### config.mk
export PLATFORM = sky130hd
export DESIGN_NAME = adsq_sequencer
export DESIGN_NICKNAME = d
export VERILOG_FILES = /design/src/adsq_pkg.sv /design/src/adsq_sequencer.sv
export SDC_FILE = /design/constraint.sdc
export NUM_CORES = 1
export LEC_CHECK = 0
export ABC_AREA = 1
export BUFFER_PORTS_ARGS = -buffer_cell sky130_fd_sc_hd__buf_2
export CAP_MARGIN = 20
export CORE_UTILIZATION = 35
export DETAILED_ROUTE_END_ITERATION = 8
export PLACE_DENSITY = 0.68
export SLEW_MARGIN = 20
export SYNTH_ARGS = -nofsm -noshare
export SYNTH_HDL_FRONTEND = slang
export SYNTH_SLANG_ARGS = --single-unit
### constraint.sdc
create_clock -name i_clk -period 2.8 [get_ports i_clk]
set_clock_uncertainty 0.05 [all_clocks]
set_input_delay 0.14 -clock i_clk [delete_from_list [all_inputs] [get_ports i_clk]]
set_output_delay 0.14 -clock i_clk [all_outputs]
set_load 0.01 [all_outputs]
### src/adsq_pkg.sv
// constants and bus carriers for the converter sequencer
package adsq_pkg;
   localparam int ADDR_W = 8;
   localparam int DATA_W = 32;
   localparam int RES_W = 8;
   localparam int CH_W = 5;
   localparam int CYC_W = 5;
   // register indices; byte address is four times the index
   localparam logic [ADDR_W-1:0] IDX_STATCTL = 8'h1C;
   localparam logic [ADDR_W-1:0] IDX_RESULT = 8'h1D;
   localparam logic [ADDR_W-1:0] ADDR_STATCTL = {IDX_STATCTL[5:0], 2'h0};
   localparam logic [ADDR_W-1:0] ADDR_RESULT = {IDX_RESULT[5:0], 2'h0};
   localparam int BIT_CONV_COMPLETE_FLAG = 7;
   localparam int BIT_RCSEL = 6;
   localparam int BIT_PWR = 5;
   localparam logic [CH_W-1:0] CH_RESET = 5'h00;
   localparam logic [RES_W-1:0] RESULT_RESET = 8'h00;
   localparam logic [CH_W-1:0] CH_LAST_LOW = 5'h07;
   localparam logic [CH_W-1:0] CH_LAST_HIGH = 5'h0F;
   localparam logic [CH_W-1:0] CH_REF_HIGH = 5'h10;
   localparam logic [CH_W-1:0] CH_REF_MID = 5'h11;
   localparam logic [CH_W-1:0] CH_REF_LOW = 5'h12;
   localparam logic [CH_W-1:0] CH_TEST = 5'h13;
   localparam int CONV_CYCLES = 32;
   localparam logic [CYC_W-1:0] CYC_LAST = 5'h1F;
   localparam logic [RES_W-1:0] SAR_MSB = 8'h80;
   localparam logic [RES_W-1:0] CH13_VALUE = 8'h00;
   localparam int CLK_HZ = 10_000_000;
   localparam int CONV_HZ = 1_000_000;
   localparam int CONV_DIV = CLK_HZ / CONV_HZ;
   localparam logic [1:0] RESP_OKAY = 2'h0;
   localparam logic [1:0] RESP_SLVERR = 2'h2;

   typedef struct packed {
      logic awvalid;
      logic [ADDR_W-1:0] awaddr;
      logic wvalid;
      logic [DATA_W-1:0] wdata;
      logic [3:0] wstrb;
      logic bready;
      logic arvalid;
      logic [ADDR_W-1:0] araddr;
      logic rready;
   } adsq_axi_req_t;

   typedef struct packed {
      logic awready;
      logic wready;
      logic bvalid;
      logic [1:0] bresp;
      logic arready;
      logic rvalid;
      logic [DATA_W-1:0] rdata;
      logic [1:0] rresp;
   } adsq_axi_rsp_t;

   typedef enum logic [1:0] {
      ST_IDLE = 2'b00,
      ST_SAMPLE = 2'b01,
      ST_RESOLVE = 2'b10,
      ST_FINISH = 2'b11
   } adsq_state_t;
endpackage

### src/adsq_sequencer.sv
// converter sequencer: register slave, clock select and approximation
//
// Implementation choice: the AXI4-Lite register port.
`timescale 1ns/100ps
module adsq_sequencer #(
   parameter int CONV_DIV = adsq_pkg::CONV_DIV
) (
   input wire logic i_clk,
   input wire logic i_rst_n,
   input wire adsq_pkg::adsq_axi_req_t i_axi,
   output adsq_pkg::adsq_axi_rsp_t o_axi,
   input wire logic i_rc_tick,
   input wire logic i_cmp_above,
   input wire logic i_stop_mode,
   input wire logic i_single_chip,
   output logic [adsq_pkg::CH_W-1:0] o_mux_select,
   output logic [adsq_pkg::RES_W-1:0] o_dac_code,
   output logic o_sample,
   output logic o_pump_on,
   output logic o_rc_osc_on
);
   import adsq_pkg::*;

   localparam int DIV_W = $clog2(CONV_DIV + 1);
   localparam logic [DIV_W-1:0] DIV_MAX = DIV_W'(CONV_DIV - 1);
   localparam int PERIOD_TICKS = CONV_CYCLES - 1;

   function automatic logic addr_hit(input logic [ADDR_W-1:0] a,
                                     input logic [ADDR_W-1:0] t);
      addr_hit = (a[ADDR_W-1:2] == t[ADDR_W-1:2]);
   endfunction

   ////////////////////////////////////////////////////////////////////////
   // reset release
   logic rst_s1;
   logic rst_n;

   always_ff @(posedge i_clk or negedge i_rst_n) begin
      if (!i_rst_n) begin
         rst_s1 <= 1'b0;
         rst_n <= 1'b0;
      end else begin
         rst_s1 <= 1'b1;
         rst_n <= rst_s1;
      end
   end

   ////////////////////////////////////////////////////////////////////////
   // bus slave
   logic aw_held, next_aw_held;
   logic [ADDR_W-1:0] aw_addr, next_aw_addr;
   logic w_held, next_w_held;
   logic [DATA_W-1:0] w_data, next_w_data;
   logic [3:0] w_strb, next_w_strb;
   logic awready, next_awready;
   logic wready, next_wready;
   logic bvalid, next_bvalid;
   logic [1:0] bresp, next_bresp;
   logic arready, next_arready;
   logic rvalid, next_rvalid;
   logic [DATA_W-1:0] rdata, next_rdata;
   logic [1:0] rresp, next_rresp;
   logic do_write;
   logic rd_take;
   logic wr_ctl;
   logic rd_result;

   // control and result state, declared here for the read mux
   logic conv_complete_flag, next_conv_complete_flag;
   logic rcsel, next_rcsel;
   logic pwr, next_pwr;
   logic [CH_W-1:0] ch, next_ch;
   logic [RES_W-1:0] result, next_result;

   assign do_write = aw_held & w_held & ~bvalid;
   assign rd_take = i_axi.arvalid & arready;
   assign wr_ctl = do_write & addr_hit(aw_addr, ADDR_STATCTL) & w_strb[0];
   assign rd_result = rd_take & addr_hit(i_axi.araddr, ADDR_RESULT);

   always_comb begin
      next_aw_held = aw_held;
      next_aw_addr = aw_addr;
      next_w_held = w_held;
      next_w_data = w_data;
      next_w_strb = w_strb;
      next_bvalid = bvalid;
      next_bresp = bresp;
      next_rvalid = rvalid;
      next_rdata = rdata;
      next_rresp = rresp;
      if (i_axi.awvalid && awready) begin
         next_aw_held = 1'b1;
         next_aw_addr = i_axi.awaddr;
      end
      if (i_axi.wvalid && wready) begin
         next_w_held = 1'b1;
         next_w_data = i_axi.wdata;
         next_w_strb = i_axi.wstrb;
      end
      if (bvalid && i_axi.bready) begin
         next_bvalid = 1'b0;
      end
      if (do_write) begin
         next_aw_held = 1'b0;
         next_w_held = 1'b0;
         next_bvalid = 1'b1;
         // result register is read-only: writes are accepted and dropped
         if (addr_hit(aw_addr, ADDR_STATCTL) ||
             addr_hit(aw_addr, ADDR_RESULT)) begin
            next_bresp = RESP_OKAY;
         end else begin
            next_bresp = RESP_SLVERR;
         end
      end
      if (rvalid && i_axi.rready) begin
         next_rvalid = 1'b0;
      end
      if (rd_take) begin
         next_rvalid = 1'b1;
         next_rresp = RESP_OKAY;
         if (addr_hit(i_axi.araddr, ADDR_STATCTL)) begin
            next_rdata = {24'h000000, conv_complete_flag, rcsel, pwr, ch};
         end else if (rd_result) begin
            next_rdata = {24'h000000, result};
         end else begin
            next_rdata = 32'h00000000;
            next_rresp = RESP_SLVERR;
         end
      end
      next_awready = ~next_aw_held & ~next_bvalid;
      next_wready = ~next_w_held & ~next_bvalid;
      next_arready = ~next_rvalid;
   end

   always_ff @(posedge i_clk or negedge rst_n) begin
      if (!rst_n) begin
         aw_held <= 1'b0;
         aw_addr <= '0;
         w_held <= 1'b0;
         w_data <= '0;
         w_strb <= 4'h0;
         awready <= 1'b0;
         wready <= 1'b0;
         bvalid <= 1'b0;
         bresp <= RESP_OKAY;
         arready <= 1'b0;
         rvalid <= 1'b0;
         rdata <= '0;
         rresp <= RESP_OKAY;
      end else begin
         aw_held <= next_aw_held;
         aw_addr <= next_aw_addr;
         w_held <= next_w_held;
         w_data <= next_w_data;
         w_strb <= next_w_strb;
         awready <= next_awready;
         wready <= next_wready;
         bvalid <= next_bvalid;
         bresp <= next_bresp;
         arready <= next_arready;
         rvalid <= next_rvalid;
         rdata <= next_rdata;
         rresp <= next_rresp;
      end
   end

   assign o_axi = '{awready: awready, wready: wready, bvalid: bvalid,
                    bresp: bresp, arready: arready, rvalid: rvalid,
                    rdata: rdata, rresp: rresp};

   ////////////////////////////////////////////////////////////////////////
   // conversion clock: bus divider or rc oscillator ticks
   logic [DIV_W-1:0] div_cnt, next_div_cnt;
   logic armed, next_armed;
   logic conv_en;
   logic conv_tick;

   // rc ticks are taken on the bus clock, so at most one converter cycle passes per bus cycle
   assign conv_en = armed & pwr & ~i_stop_mode;
   assign conv_tick = conv_en & (rcsel ? i_rc_tick
                                       : (div_cnt == DIV_MAX));

   always_comb begin
      next_div_cnt = div_cnt + DIV_W'(1);
      if (div_cnt == DIV_MAX || i_stop_mode) begin
         next_div_cnt = '0;
      end
   end

   ////////////////////////////////////////////////////////////////////////
   // successive approximation sequencer
   adsq_state_t state, next_state;
   logic [CYC_W-1:0] cyc, next_cyc;
   logic [RES_W-1:0] dac, next_dac;
   logic sample, next_sample;
   logic complete;
   logic [RES_W-1:0] conv_value;

   assign complete = conv_tick & (state == ST_FINISH) & (cyc == CYC_LAST);
   // reserved test channel reads as zero in single-chip operation
   assign conv_value = (i_single_chip && ch == CH_TEST) ? CH13_VALUE
                                                        : dac;

   always_comb begin
      logic [2:0] bidx;
      bidx = 3'(RES_W - 1) - 3'(cyc - 5'h01);
      next_state = state;
      next_cyc = cyc;
      next_dac = dac;
      next_sample = 1'b0;
      next_armed = armed;
      if (wr_ctl) begin
         next_armed = 1'b1;
         next_state = ST_SAMPLE;
         next_cyc = '0;
         next_dac = '0;
      end else if (i_stop_mode) begin
         // abort: the next conversion starts over after stop
         if (armed) begin
            next_state = ST_SAMPLE;
         end
         next_cyc = '0;
      end else if (conv_tick) begin
         next_cyc = cyc + 5'h01;
         case (state)
            ST_SAMPLE: begin
               next_sample = 1'b1;
               next_dac = SAR_MSB;
               next_state = ST_RESOLVE;
            end
            ST_RESOLVE: begin
               // keep the trial bit while the input is at or above it
               next_dac[bidx] = i_cmp_above;
               if (bidx != 3'h0) begin
                  next_dac[bidx - 3'h1] = 1'b1;
               end else begin
                  next_state = ST_FINISH;
               end
            end
            ST_FINISH: begin
               if (cyc == CYC_LAST) begin
                  next_state = ST_SAMPLE;
               end
            end
            ST_IDLE: begin
               next_cyc = cyc;
            end
            default: begin
               next_state = ST_IDLE;
            end
         endcase
      end
   end

   always_ff @(posedge i_clk or negedge rst_n) begin
      if (!rst_n) begin
         state <= ST_IDLE;
         cyc <= '0;
         dac <= '0;
         sample <= 1'b0;
         armed <= 1'b0;
         div_cnt <= '0;
      end else begin
         state <= next_state;
         cyc <= next_cyc;
         dac <= next_dac;
         sample <= next_sample;
         armed <= next_armed;
         div_cnt <= next_div_cnt;
      end
   end

   ////////////////////////////////////////////////////////////////////////
   // status/control and result registers
   logic pump_on, next_pump_on;
   logic rc_osc_on, next_rc_osc_on;

   // wait mode is not an input: the converter just keeps running
   always_comb begin
      next_rcsel = rcsel;
      next_pwr = pwr;
      next_ch = ch;
      next_conv_complete_flag = conv_complete_flag;
      next_result = result;
      if (wr_ctl) begin
         next_rcsel = w_data[BIT_RCSEL];
         next_pwr = w_data[BIT_PWR];
         next_ch = w_data[CH_W-1:0];
         next_conv_complete_flag = 1'b0;
      end
      if (rd_result) begin
         next_conv_complete_flag = 1'b0;
      end
      if (complete) begin
         next_conv_complete_flag = 1'b1;
         next_result = conv_value;
      end
      next_pump_on = pwr & ~i_stop_mode;
      next_rc_osc_on = rcsel & ~i_stop_mode;
   end

   always_ff @(posedge i_clk or negedge rst_n) begin
      if (!rst_n) begin
         rcsel <= 1'b0;
         pwr <= 1'b0;
         ch <= CH_RESET;
         conv_complete_flag <= 1'b0;
         result <= RESULT_RESET;
         pump_on <= 1'b0;
         rc_osc_on <= 1'b0;
      end else begin
         rcsel <= next_rcsel;
         pwr <= next_pwr;
         ch <= next_ch;
         conv_complete_flag <= next_conv_complete_flag;
         result <= next_result;
         pump_on <= next_pump_on;
         rc_osc_on <= next_rc_osc_on;
      end
   end

   // codes 0-7 low pins, 8-15 high pins, 16-19 internal points
   assign o_mux_select = ch;
   assign o_dac_code = dac;
   assign o_sample = sample;
   assign o_pump_on = pump_on;
   assign o_rc_osc_on = rc_osc_on;

   ////////////////////////////////////////////////////////////////////////
   // checks
   logic [5:0] period_ticks;

   always_ff @(posedge i_clk or negedge rst_n) begin
      if (!rst_n) begin
         period_ticks <= '0;
      end else if (wr_ctl || i_stop_mode || complete) begin
         period_ticks <= '0;
      end else if (conv_tick) begin
         period_ticks <= period_ticks + 6'h01;
      end
   end
endmodule

==> out/qor.csv <==
metric,value,unit
layout.nets,617,
totalWireLength,7.84,mm
yosysWarnings,0,
totalPowerFinal,0.00293,W
dieWidth,106,microns
final_cells,685,
fin_util,43.2,%
power.share.switching,32.4,%
cts.sinks,72,
rsz0062_at_grt,no,
route.detailed.drc,0,
start_util,36.4,%
yosysSeqAreaShare,47.5,%
wire_per_inst,11.4,microns
synth.distinct_cells,30,
ant_nets,0,
layout-drive-gt1-share,18.8,%
min_period_over_period,77.9,%
crit_buf_inv,2,
hold_depth,3,
port-buffer-count,61,
slowest_stage,dfrtp_1,
p_sw,0.000949,W
required,3.00,ns
outcome,finished clean,
power_density,652,mW/mm^2
dieArea,0.0113,sq mm
fillCellCount,1070,
pwr-share-comb,21.7,%
crit_cells,9,
start_kind,flop,
cts_made_buffers,9,
htreeDepth,3,
gp_congestion,0.846,
p_leak,2.35,nW
maxCapViolCount,0,
hold_viol,0,
synth-async-reset-ratio,100,%
dp_cells,652,
syn_avg_cell_area,8.12,sq um
grt_pass1_vias,3066,
clock-root-buffer,clkbuf_8,
grt_overflow,0,
arrival,2.38,ns
io_pins,120,
fp-row-count,37,
r2r_cells,9,
cp_top_family,flip-flops,
syn2layout_area_growth,18.6,%
finalSetupTns,0,ns
p_clk_share,31.2,%
antennaDiodeCount,0,
crit_chain,clkinv_1 -> ha_1 -> inv_1 -> nor2_1 -> nand2_1 -> o21ai_0 -> nand2_1 -> nand3_1 -> nand2_1,
cts_tree,done,
core_area,0.0104,sq mm
hold_path_class,in2reg,
peakVddDrop,0.000346,V
p_seq_share,47.0,%
fp.dieH,106,microns
path_common_cell,nand2_1,
firstDrtPassIters,5,
clk_pin_slew,0.09,ns
synth_ff_type,dfrtp_1,
fmax,458,MHz
clk_latency,0.36,ns
whs,0.0242,ns
finalCriticalPeriod,2.18,ns
grt_usage,15.3,%
finalSetupViolCount,0,
worst-setup-path-type,reg2reg,
grt_max_degree,39,
synthCells,467,
initialDrtViolationCount,161,
num_vias,3114,
synth_edf_count,0,
ys_ff_latch,72,
grt_pass1_wl,13.7,mm
place_hpwl,5.78,mm
antenna_found_initial,0,
clock_path_buffers,2,
finalMaxSlewViolations,0,
netlist_area,0.00379,sq mm
via_per_inst,4.55,
critical_path.max_fanout,13,
end_kind,flop,
slowest_delay,0.59,ns
internal_power,0.00198,W
==> power groups by stage <==
stage / logic (W) / registers (W) / clock network [W]
3_3_place_gp: 0.000606 / 0.00139 / 0
6_report: 0.000638 / 0.00138 / 0.000916
5_1_grt: 0.000736 / 0.00141 / 0.000990
4_1_cts: 0.000646 / 0.00138 / 0.000944
3_5_place_dp: 0.000624 / 0.00140 / 0
2_1_floorplan: 0.000462 / 0.00140 / 0
==> final timing paths <==
kind | slack [ns] | end | startpoint
min in group asynchronous | 0.03 | rst_n$_DFF_PN0_ | i_rst_n
worst min-delay path | 0.02 | rresp[1]$_DFFE_PN0P_ | i_axi[4]
worst min register to register | 0.12 | o_dac_code[0]$_DFFE_PN0P_ | rst_n$_DFF_PN0_
worst max-delay path | 0.62 | o_dac_code[6]$_DFFE_PN0P_ | cyc[0]$_DFFE_PN0P_
max in group asynchronous | 1.98 | rdata[1]$_DFFE_PN0P_ | rst_n$_DFF_PN0_
worst max register to register | 0.62 | o_dac_code[6]$_DFFE_PN0P_ | cyc[0]$_DFFE_PN0P_
==> through the flow <==
| step | setup WS (ns) | instance area (sq um) |
|---|---|---|
| after floorplan | 0.596 | 3890 |
| after global placement | 0.674 | 4110 |
| after detailed placement | 0.644 | 4110 |
| after CTS | 0.640 | 4500 |
| after global routing | 0.417 | 4500 |
| final | 0.618 | 4500 |
==> cell usage in the layout, fill, tap and decap left out, drive strengths merged <==
cell           n
o22ai          8
a21oi          7
dfrtp         72
nand2        137
inv           57
o22a           1
nor3           3
bufinv         2
conb          27
clkbuf         9
o21bai         2
clkinv         5
nand3         32
buf           64
o21ai         38
nor2          43
xor2           3
clkinvlp       1
xnor2          1
nor4           1
ha            10
dlygate4sd3   17
nand4          9
==> logic make-up (layout without fill, tap and decap cells) <==
kind of cell	count (synthesis)	in the layout	synth area share, %
adders and majority gates	10	10	3.30
buffers and inverters	98	155	13.4
and+or+nand+nor	225	225	26.0
xor gates and xnor gates	4	4	0.924
other	2	27	0.198
AOI/OAI and AO/OA	56	56	8.68
DFF	72	72	47.5
==> per-layer routing <==
layer  vias to the layer above  part of all wire, %  track usage, %
met5                         -                    0               0
met4                         0                  1.6            5.65
met1                      1440                   44            18.7
met2                        95                   49            26.0
met3                        13                  5.5            4.11
li1                       1566                    -               -
==> sequential cells by signal, indices dropped and copies added (netlist names), 2 cells and up <==
name and flops:
o_dac_code 8, rdata 8, result 8, w_data 7, aw_addr 6, cyc 5, o_mux_select 5, div_cnt 4
state 2
==> worst register-to-register path, cell delays in order (launching register included) <==
cell,delay (ns)
dfrtp_1,0.59
clkinv_1,0.17
ha_1,0.49
inv_1,0.18
nor2_1,0.18
nand2_1,0.09
o21ai_0,0.14
nand2_1,0.07
nand3_1,0.06
nand2_1,0.06
==> Yosys cell counts (4+ instances only) <==
master	number	area (sq um)
nand3_1	30	150
o22ai_1	8	50.1
nand4_1	9	56.3
o21ai_0	30	150
a21oi_1	7	35.0
dfrtp_1	72	1800
nand2_1	133	499
inv_1	55	206
o21ai_2	8	70.1
buf_4	32	240
nor2_1	36	135
ha_1	10	125
nand2_2	4	25.0
==> cell type report <==
| class | instances | area, sq um | area share (%) |
|---|---|---|---|
| Sequential cell | 72 | 1800 | 40.1 |
| Multi-Input combinational cell | 322 | 1580 | 35.1 |
| Timing Repair Buffer | 81 | 510 | 11.3 |
| Inverter | 58 | 218 | 4.84 |
| Tap cell | 136 | 170 | 3.78 |
| Clock buffer | 9 | 124 | 2.75 |
| Clock inverter | 7 | 95.1 | 2.11 |
==> what timing repair did <==
action                    4_1_cts  5_1_grt
resized for setup               0        0
hold endpoints to repair       18        0
buffers inserted                0        0
hold buffers                   17        0
No activity file was read; power rests on OpenSTA's default activity.
